## config.mk

```make
export PLATFORM = sky130hd
export DESIGN_NAME = pis_top
export DESIGN_NICKNAME = d
export VERILOG_FILES = /design/src/pis_pkg.sv /design/src/pis_top.sv
export SDC_FILE = /design/constraint.sdc
export NUM_CORES = 1
export LEC_CHECK = 0
export BUFFER_PORTS_ARGS = -buffer_cell sky130_fd_sc_hd__buf_2
export CORE_ASPECT_RATIO = 1.1
export CORE_MARGIN = 8
export CORE_UTILIZATION = 36
export CTS_CLUSTER_SIZE = 10
export DETAILED_ROUTE_END_ITERATION = 8
export PLACE_DENSITY = 0.58
export RECOVER_POWER = 50
export SYNTH_ARGS = -nofsm -noshare
export SYNTH_HDL_FRONTEND = slang
export SYNTH_SLANG_ARGS = --single-unit
```

## constraint.sdc

```tcl
create_clock -name core_clk -period 25.7 [get_ports core_clk]
set_input_delay 3.855 -clock core_clk [delete_from_list [all_inputs] [get_ports core_clk]]
set_output_delay 3.855 -clock core_clk [all_outputs]
set_load 0.05 [all_outputs]
```

## src/pis_pkg.sv

```systemverilog
// Constants, types and state layout for the peripheral interrupt sources block.
package pis_pkg;

  localparam int NUM_ST  = 4;
  localparam int NUM_IT  = 2;
  localparam int NUM_PP  = 4;
  localparam int PP_W    = 32;
  localparam int ID_W    = 8;
  localparam int SRC_N   = 13;
  localparam int VEC_N   = 8;

  // Exception table: eight word entries, IRQ entry is the seventh.
  localparam logic [31:0] VEC_BASE     = 32'h0000_0000;
  localparam logic [2:0]  VEC_RESET    = 3'h0;
  localparam logic [2:0]  VEC_IRQ      = 3'h6;
  localparam logic [1:0]  VEC_WORD_PAD = 2'h0;

  // Parallel port register offsets.
  localparam logic [3:0] PP_OFF_DATA = 4'h0;
  localparam logic [3:0] PP_OFF_MASK = 4'h8;
  localparam logic [3:0] PP_OFF_EDGE = 4'hc;
  localparam logic [PP_W-1:0] PP_MASK_RST = 32'h0000_0000;
  localparam logic [PP_W-1:0] PP_EDGE_RST = 32'h0000_0000;

  // Debug UART register selects and field positions.
  localparam logic       UART_SEL_DATA   = 1'b0;
  localparam logic       UART_SEL_CTRL   = 1'b1;
  localparam logic [15:0] UART_IRQ_LEVEL = 16'h0007;
  localparam int UART_RX_EN_BIT   = 0;
  localparam int UART_TX_EN_BIT   = 1;
  localparam int UART_RX_PEND_BIT = 8;
  localparam int UART_TX_PEND_BIT = 9;
  localparam int UART_RVALID_BIT = 15;
  localparam int UART_CNT_LSB    = 16;

  // Source indices, ordered by ascending interrupt number.
  localparam int SRC_PTMR = 0;
  localparam int SRC_UART = 4;
  localparam int SRC_GPIO = 8;
  localparam int SRC_ST0  = 9;
  localparam int IT_SRC [NUM_IT] = '{1, 3};
  localparam int PP_SRC [NUM_PP] = '{2, 5, 6, 7};

  // Interrupt numbers at the controller, index 0 last.
  localparam logic [SRC_N-1:0][ID_W-1:0] SRC_ID = {
    8'hca, 8'hc9, 8'hc8, 8'hc7, 8'hc5, 8'h55, 8'h54,
    8'h53, 8'h50, 8'h4a, 8'h49, 8'h48, 8'h1d};

  typedef enum logic [1:0] {
    EXC_RUN     = 2'b01,
    EXC_HANDLER = 2'b10
  } pis_exc_e;

  typedef struct packed {
    logic [1:0]      sel;
    logic            wr;
    logic            rd;
    logic [3:0]      off;
    logic [PP_W-1:0] wdata;
  } pis_pp_req_s;

  typedef struct packed {
    logic        wr;
    logic        rd;
    logic        reg_sel;
    logic [31:0] wdata;
  } pis_uart_req_s;

  typedef struct packed {
    logic [15:0] rx_chars_stored;
    logic [15:0] tx_space_free;
    logic [7:0]  rx_char;
  } pis_uart_stat_s;

  typedef struct packed {
    pis_exc_e                     exc;
    logic [31:0]                  fetch_addr;
    logic                         fetch_go;
    logic                         ptmr_f;
    logic [NUM_ST-1:0]            st_f;
    logic [NUM_IT-1:0]            it_to;
    logic [NUM_PP-1:0][PP_W-1:0]  pp_mask;
    logic [NUM_PP-1:0][PP_W-1:0]  pp_edge;
    logic [NUM_PP-1:0][PP_W-1:0]  pp_prev;
    logic [PP_W-1:0]              pp_rdata;
    logic [31:0]                  uart_rdata;
    logic                         rx_irq_enable;
    logic                         tx_irq_enable;
    logic [ID_W-1:0]              irq_id;
  } pis_state_s;

endpackage

```

## src/pis_top.sv

```systemverilog
// Interrupt sources, controller gating and exception vector entry.
//
// Contract
// - Exception table has eight word entries; reset first, IRQ seventh at 0x18.
// - On an exception, stop and fetch from that exception's table entry.
// - Controller enables each source individually; enabled request raises IRQ exception.
// - Numbers: private timer 29, processor GPIO 197, system timers 199 to 202.
// - Fabric numbers: 72,73,74 timers/keys, 80 UART, 83,84,85 ports.
// - Private timer flags expiry at zero; interrupts while its enable is 1.
// - System timer at zero sets end-of-interrupt flag, mirrored in status.
// - System timer mask is active high; 0 lets the flag interrupt.
// - Reading the end-of-interrupt register clears the flag and its interrupt.
// - Interval timer sets timeout at zero; interrupts when timeout enable is 1.
// - Any write to interval timer status clears a pending timeout.
// - Parallel port mask at offset 8; bit 1 allows, 0 blocks interrupts.
// - Edge capture at offset C records each 0 to 1 input change.
// - Any write to edge capture zeroes it and withdraws its interrupts.
// - Pushbutton press sets its capture bit; interrupts if mask bit is 1.
// - UART control holds receive and transmit interrupt enable bits.
// - Enabled UART interrupts when stored count or free space exceeds 7.
// - UART shows pending interrupts in control bits, clearing as data moves.
// - UART data read returns receive count in bits 31 to 16.
// - UART control read returns free transmit space in bits 31 to 16.
`timescale 1ns/1ps
module pis_top
  import pis_pkg::*;
(
  input  wire logic                        core_clk,
  input  wire logic                        rst,
  input  wire logic                        exc_req,
  input  wire logic [2:0]                  exc_type,
  input  wire logic                        exc_return,
  output logic [31:0]                      fetch_addr,
  output logic                             fetch_go,
  output logic                             in_handler,
  input  wire logic [SRC_N-1:0]            irq_enable,
  output logic [SRC_N-1:0]                 src_irq,
  output logic                             cpu_irq,
  output logic [ID_W-1:0]                  irq_id,
  input  wire logic                        ptmr_zero,
  input  wire logic                        ptmr_irq_en,
  input  wire logic                        ptmr_status_wr,
  input  wire logic                        ptmr_status_wdata,
  output logic                             ptmr_expired,
  input  wire logic [NUM_ST-1:0]           st_zero,
  input  wire logic [NUM_ST-1:0]           st_mask,
  input  wire logic [NUM_ST-1:0]           st_eoi_rd,
  output logic [NUM_ST-1:0]                st_flag,
  input  wire logic [NUM_IT-1:0]           it_zero,
  input  wire logic [NUM_IT-1:0]           interrupt_on_timeout_enable,
  input  wire logic [NUM_IT-1:0]           it_status_wr,
  output logic [NUM_IT-1:0]                interval_timeout_flag,
  input  wire logic                        gpio_irq,
  input  wire logic [NUM_PP-1:0][PP_W-1:0] pp_in,
  input  wire pis_pp_req_s                 pp_req,
  output logic [PP_W-1:0]                  pp_rdata,
  input  wire pis_uart_req_s               uart_req,
  input  wire pis_uart_stat_s              uart_stat,
  output logic [31:0]                      uart_rdata,
  output logic                             rx_irq_pending,
  output logic                             tx_irq_pending
);

  pis_state_s s_q;
  pis_state_s s_d;
  logic [SRC_N-1:0] active;

  // Interrupt levels.
  // level interrupt outputs
  assign src_irq[SRC_PTMR] = s_q.ptmr_f & ptmr_irq_en;
  assign src_irq[SRC_GPIO] = gpio_irq;

  for (genvar i = 0; i < NUM_ST; i++) begin : g_st
    assign src_irq[SRC_ST0+i] = s_q.st_f[i] & ~st_mask[i];
  end

  for (genvar i = 0; i < NUM_IT; i++) begin : g_it
    assign src_irq[IT_SRC[i]] = s_q.it_to[i] & interrupt_on_timeout_enable[i];
  end

  for (genvar i = 0; i < NUM_PP; i++) begin : g_pp
    assign src_irq[PP_SRC[i]] = |(s_q.pp_edge[i] & s_q.pp_mask[i]);
  end

  // The pending bits follow the counts, so moving data clears them at once.
  // threshold above seven
  assign rx_irq_pending = s_q.rx_irq_enable & (uart_stat.rx_chars_stored > UART_IRQ_LEVEL);
  assign tx_irq_pending = s_q.tx_irq_enable & (uart_stat.tx_space_free > UART_IRQ_LEVEL);
  assign src_irq[SRC_UART] = rx_irq_pending | tx_irq_pending;

  assign active  = src_irq & irq_enable;
  assign cpu_irq = |active;

  always_comb begin
    logic [PP_W-1:0] rise;
    logic            hit;
    rise = '0;
    hit  = 1'b0;
    s_d  = s_q;
    s_d.fetch_go = 1'b0;

    // A new event outranks a clear arriving in the same cycle.
    // expiry sets flag
    if (ptmr_zero) begin
      s_d.ptmr_f = 1'b1;
    end else if (ptmr_status_wr && ptmr_status_wdata) begin
      s_d.ptmr_f = 1'b0;
    end

    for (int i = 0; i < NUM_ST; i++) begin
      if (st_zero[i]) begin
        s_d.st_f[i] = 1'b1;
      end else if (st_eoi_rd[i]) begin
        s_d.st_f[i] = 1'b0;
      end
    end

    for (int i = 0; i < NUM_IT; i++) begin
      if (it_zero[i]) begin
        s_d.it_to[i] = 1'b1;
      end else if (it_status_wr[i]) begin
        s_d.it_to[i] = 1'b0;
      end
    end

    s_d.pp_rdata = '0;
    for (int i = 0; i < NUM_PP; i++) begin
      rise = pp_in[i] & ~s_q.pp_prev[i];
      hit  = (pp_req.sel == 2'(i));
      s_d.pp_prev[i] = pp_in[i];
      if (hit && pp_req.wr && pp_req.off == PP_OFF_MASK) begin
        s_d.pp_mask[i] = pp_req.wdata;
      end
      if (hit && pp_req.wr && pp_req.off == PP_OFF_EDGE) begin
        s_d.pp_edge[i] = rise;
      end else begin
        s_d.pp_edge[i] = s_q.pp_edge[i] | rise;
      end
      if (hit && pp_req.rd) begin
        unique case (pp_req.off)
          PP_OFF_DATA: s_d.pp_rdata = pp_in[i];
          PP_OFF_MASK: s_d.pp_rdata = s_q.pp_mask[i];
          PP_OFF_EDGE: s_d.pp_rdata = s_q.pp_edge[i];
          default:     s_d.pp_rdata = '0;
        endcase
      end
    end

    if (uart_req.wr && uart_req.reg_sel == UART_SEL_CTRL) begin
      s_d.rx_irq_enable = uart_req.wdata[UART_RX_EN_BIT];
      s_d.tx_irq_enable = uart_req.wdata[UART_TX_EN_BIT];
    end
    s_d.uart_rdata = '0;
    if (uart_req.rd) begin
      if (uart_req.reg_sel == UART_SEL_DATA) begin
        s_d.uart_rdata[31:UART_CNT_LSB] = uart_stat.rx_chars_stored;
        s_d.uart_rdata[UART_RVALID_BIT] = |uart_stat.rx_chars_stored;
        s_d.uart_rdata[7:0] = uart_stat.rx_char;
      end else begin
        s_d.uart_rdata[31:UART_CNT_LSB] = uart_stat.tx_space_free;
        s_d.uart_rdata[UART_RX_PEND_BIT] = rx_irq_pending;
        s_d.uart_rdata[UART_TX_PEND_BIT] = tx_irq_pending;
        s_d.uart_rdata[UART_RX_EN_BIT]   = s_q.rx_irq_enable;
        s_d.uart_rdata[UART_TX_EN_BIT]   = s_q.tx_irq_enable;
      end
    end

    // Lowest interrupt number wins when several are active.
    // processor side numbers
    s_d.irq_id = '0;
    for (int i = SRC_N - 1; i >= 0; i--) begin
      if (active[i]) begin
        s_d.irq_id = SRC_ID[i];
      end
    end

    // An explicit exception always wins; an IRQ is not nested into a handler.
    // stop and vector
    unique case (s_q.exc)
      EXC_RUN: begin
        if (exc_req) begin
          s_d.fetch_addr = VEC_BASE + 32'({exc_type, VEC_WORD_PAD});
          s_d.fetch_go   = 1'b1;
          s_d.exc        = EXC_HANDLER;
        end else if (cpu_irq) begin
          s_d.fetch_addr = VEC_BASE + 32'({VEC_IRQ, VEC_WORD_PAD});
          s_d.fetch_go   = 1'b1;
          s_d.exc        = EXC_HANDLER;
        end
      end
      EXC_HANDLER: begin
        if (exc_req) begin
          s_d.fetch_addr = VEC_BASE + 32'({exc_type, VEC_WORD_PAD});
          s_d.fetch_go   = 1'b1;
        end else if (exc_return) begin
          s_d.exc = EXC_RUN;
        end
      end
      default: begin
        s_d.exc = EXC_RUN;
      end
    endcase
  end

  always_ff @(posedge core_clk or posedge rst) begin
    if (rst) begin
      s_q.exc           <= EXC_RUN;
      s_q.fetch_addr    <= VEC_BASE + 32'({VEC_RESET, VEC_WORD_PAD});
      s_q.fetch_go      <= 1'b0;
      s_q.ptmr_f        <= 1'b0;
      s_q.st_f          <= '0;
      s_q.it_to         <= '0;
      s_q.pp_mask       <= {NUM_PP{PP_MASK_RST}};
      s_q.pp_edge       <= {NUM_PP{PP_EDGE_RST}};
      s_q.pp_prev       <= '0;
      s_q.pp_rdata      <= '0;
      s_q.uart_rdata    <= '0;
      s_q.rx_irq_enable <= 1'b0;
      s_q.tx_irq_enable <= 1'b0;
      s_q.irq_id        <= '0;
    end else begin
      s_q <= s_d;
    end
  end

  assign fetch_addr            = s_q.fetch_addr;
  assign fetch_go              = s_q.fetch_go;
  assign in_handler            = (s_q.exc == EXC_HANDLER);
  assign irq_id                = s_q.irq_id;
  assign ptmr_expired          = s_q.ptmr_f;
  assign st_flag               = s_q.st_f;
  assign interval_timeout_flag = s_q.it_to;
  assign pp_rdata              = s_q.pp_rdata;
  assign uart_rdata            = s_q.uart_rdata;

endmodule

```

# After elaboration in Yosys (flattened, before gate mapping)
# Index checks and enable logic that the tools add are counted.
# word_totals
in_bits	286
out_inout_bits	129
register_bits	495
# op_classes
mux	53
bitwise	31
order_cmp	2
eq_ne	11
reduce_logical	36
# op_table
op	count
$pmux 32 s3	4
$and 32x32->32	8
$mux 32	8
$not 32->32	4
$or 32x32->32	4
$reduce_or 32->1	4
$mux 8	13
$mux 35	2
$pmux 33 s2	1
$mux 33	1
$gt 16x3->1 const B	2
$logic_and 1x1->1	18
$mux 17	1
$mux 16	1
$reduce_bool 2->1	8
$reduce_or 16->1	1
$mux 1	15
$and 13x13->13	1
$reduce_or 13->1	1
$mux 10	1
$and 1x1->1	9
$eq 4x4->1 const B	2
$mux 2	4
$eq 2x2->1 const B	3
other kinds (10)	17

# Logic depth before layout (Yosys ltp)
# logic_depth
depth_word	17
depth_mapped	9
mapped_depth_nobuf	7

# Worst setup path after synthesis
# No wires, ideal clock.
# synth_path
path_type	in2out
start	input uart_stat[17] (netlist bit)
end	output cpu_irq
stages	6
t_arrival_ns	6.085
required_time_ns	21.845
setup_slack_ns	15.760
n_path_buf	0
path_cell_list	nor4_2 > a41oi_1 > a21o_1 > and2_4 > nor4_4 > nand2_2
# synth_between
elab_chain_len	5
# synth_lines
item	line	text
start: declaration	pis_top.sv:58	input wire pis_uart_stat_s uart_stat,
$gt 16x3->1	pis_top.sv:88	assign tx_irq_pending = s_q.tx_irq_enable & (uart_stat.tx_space_free > UART_IRQ_LEVEL);
$and 1x1->1	pis_top.sv:88	
named net tx_irq_pending	pis_top.sv:61	output logic tx_irq_pending
$or 1x1->1	pis_top.sv:89	assign src_irq[SRC_UART] = rx_irq_pending | tx_irq_pending;
named net src_irq[4]	pis_top.sv:37	output logic [SRC_N-1:0] src_irq,
$and 13x13->13	pis_top.sv:91	assign active = src_irq & irq_enable;
$reduce_or 13->1	pis_top.sv:92	assign cpu_irq = |active;
end: declaration	pis_top.sv:38	output logic cpu_irq,
# The timed path passes the listed nets, and every way through them passes these cells.

# Worst setup path after layout
# layout_path
start	input uart_stat[21] (netlist bit)
end	output cpu_irq
# layout_between
elab_chain_len	5
# layout_lines
item	line
$gt 16x3->1	pis_top.sv:88
$and 1x1->1	pis_top.sv:88
$or 1x1->1	pis_top.sv:89
$and 13x13->13	pis_top.sv:91
$reduce_or 13->1	pis_top.sv:92
# No other way between the ends.

==> flow_summary.yaml <==
timing:
  fmax_mhz: 99.4
  hold_violations: 0
  period_minus_slack_ns: 10.06
  whs_ns: 0.407
  slew_viol_final: 167
  period_share_pct: 39.2
  finalSetupViolCount: 0
  fin_skew_ns: 0.0189
  slew_headroom_pct: -245
  tns_ns: 0
  tightest_slew_ns: 5.14
  rsz0062_at_grt: "no"
floorplan:
  initial_core_util_pct: 36.4
  die_h_microns: 263
  pin_count: 415
  rows: 90
  die_x_microns: 241
  core_sq_mm: 0.0548
  die-area_sq_mm: 0.0633
worst_setup_path:
  required_ns: 21.84
  worst_ep_arrival_time_ns: 6.21
  critical_path_class: "in2out"
  path_max_fanout: 5
  max_stage_delay_ns: 0.51
  start_kind: "input port"
  crit_chain: "clkbuf_1 > nor4_1 > a41oi_1 > a21o_1 > and2_0 > nor4_4 > nand2_2 > buf_2"
  slowest_stage: "nor4_4"
  crit_path_end_kind: "output port"
drt:
  vias: 15100
  wl_per_cell_microns: 26.1
  post-route-drc-count: 0
  drtPass1Iterations: 9
  ant_nets: 0
  routed_via_density: 5.49
  finalWirelength_mm: 71.7
  drtIter0Drc: 1608
clock_network:
  cts_tree: "built"
  cts_resized: 0
  clk_pin_slew_ns: 0.06
  clkSinkCount: 465
  cts_hold_buf: 0
  clock_path_buffers: 3
  cts_root_buf: "clkbuf_16"
  htreeDepth: 2
  clk_latency_ns: 0.61
  numCtsBuffers: 54
  post-cts-setup-buffers: 0
yosys:
  synth_sequential_area_ratio_pct: 58.2
  synth_top_family_by_area: "compound AO/OA/AOI/OAI gates"
  synth-xor-area-share_pct: 0
  ys_warn_count: 0
  netlist_instances: 1726
  synth_ff_type: "dfrtp_1"
  async_reset_ff_share_pct: 100
  muxShareOfSynthArea_pct: 10.0
  synth-edff-count: 0
  syn-cell-area_sq_mm: 0.0200
  synthAdderAreaFrac_pct: 0.125
  yosysUniqueCellTypes: 58
  synth-simple-area-share_pct: 5.98
  yosys_register_bits: 465
  avgSynthCellArea_sq_um: 11.6
  synth_compound_area_share_pct: 17.0
placement:
  dp_hpwl_mm: 51.2
  place_area_sq_mm: 0.0218
  gp_routability_congestion: 0.959
  port_buffers: 349
  dp_cells: 2663
final_layout:
  finalNonFillerCells: 2744
  final_common_cell: "dfrtp_1"
  syn_to_final_growth_pct: 15.3
  design_area_sq_mm: 0.0230
  nets: 2271
  final_cell_mix: "dfrtp_1 (464), clkbuf_1 (224), mux2_2 (154)"
  drive_gt1_share_pct: 19.6
  final_util_pct: 42.0
flow_run:
  cap_violations: 3
global_route:
  antenna_found_initial: 17
  grt_usage_pct: 21.9
  grt_pass1_wl_mm: 104
  grt_max_degree: 189
  grt-ovfl-total: 0
  grt_pass1_vias: 15500
power_and_ir_drop:
  peakVddDrop_uv: 50.7
  p_leak_nw: 10.6
  p_per_area_mw_per_mm2: 76.5
worst_hold_path:
  hold_class: "reg2reg"
status:
  outcome: "finished, violations left"
  violations: "max-capacitance violations, max-slew violations"
synthesized netlist by cell type (16+ instances only):
master    count  area [sq um]
a21oi_1      35           175
a221oi_1     16           140
a222oi_1     64           641
a22o_1       49           429
a22oi_1      97           728
buf_4       111           833
clkbuf_1     68           255
dfrtp_1     464         11600
inv_1       142           533
mux2_2      154          1730
mux2i_1      18           180
nand2_1     146           548
nor2b_1      25           156
o21ai_0     100           500
o21ai_1      61           305
o22ai_1      32           200
layer usage:
layer	track usage (%)	vias up	share of wire, %
met3	5.64	136	9.3
met4	7.58	18	3.5
li1	-	6583	-
met1	27.5	7603	39
met2	36.1	713	48
met5	0	-	0.16
worst paths after layout:
| kind | startpoint | cells after the start | to | slack [ns] |
|---|---|---|---|---|
| min in group asynchronous | rst | 2 | uart_rdata[16] | 4.83 |
| worst min register to register | s_q[110] | 1 | s_q[238] | 0.41 |
| worst max register to register | s_q[362] | 7 | fetch_addr[4] | 22.69 |
| worst min-delay path | s_q[110] | 1 | s_q[238] | 0.41 |
| worst max-delay path | uart_stat[21] | 8 | cpu_irq | 15.64 |
| max in group asynchronous | rst | 4 | s_q[333] | 17.48 |
state kept, by name (all words and copies together) (netlist names):
| register | count |
|---|---|
| irq_id | 7 |
| fetch_go | 1 |
| fetch_addr | 3 |
| ptmr_expired | 1 |
| s_q | 388 |
| uart_rdata | 27 |
| pp_rdata | 32 |
| st_flag | 4 |
| interval_timeout_flag | 2 |
report_power, final:
part | total (mW) | internal, mW | switching [mW]
sequential | 0.824 | 0.785 | 0.0388
combinational | 0.246 | 0.0841 | 0.162
clock | 0.693 | 0.395 | 0.299
final cells by class:
| cell class | instances | area, sq um |
|---|---|---|
| multi-input cells | 953 | 6800 |
| clock buffers | 70 | 1430 |
| fillers | 5343 | 31800 |
| inverters | 142 | 534 |
| flip-flops and latches | 465 | 11600 |
| diodes | 6 | 15.0 |
| well taps | 736 | 921 |
| repair buffers | 367 | 1630 |
| clock inverters | 5 | 78.8 |
per-stage QoR:
| step | power (mW) | setup WS [ns] |
|---|---|---|
| after floorplan | 0.999 | 8.88 |
| after global placement | 1.08 | 15.90 |
| after detailed placement | 1.09 | 15.87 |
| after CTS | 1.78 | 15.87 |
| after global routing | 1.83 | 15.43 |
| final | 1.76 | 15.64 |
worst max-delay path: cells and delay by family:
kind                   cells  cell delay [ns]
buffers and inverters      2             0.37
AND/OR/NAND/NOR            4             1.42
AO/OA/AOI/OAI              2             0.56
cells by family (layout without fill, tap and decap cells):
kind of cell	after synthesis	in the layout
AO/OA/AOI/OAI	488	488
adder cells (fa/ha/maj)	2	2
buffers and inverters	342	584
flip-flops	465	465
multiplexers	180	180
other	1	41
AND/OR/NAND/NOR	248	248
No activity file was read; power rests on OpenSTA's default activity.
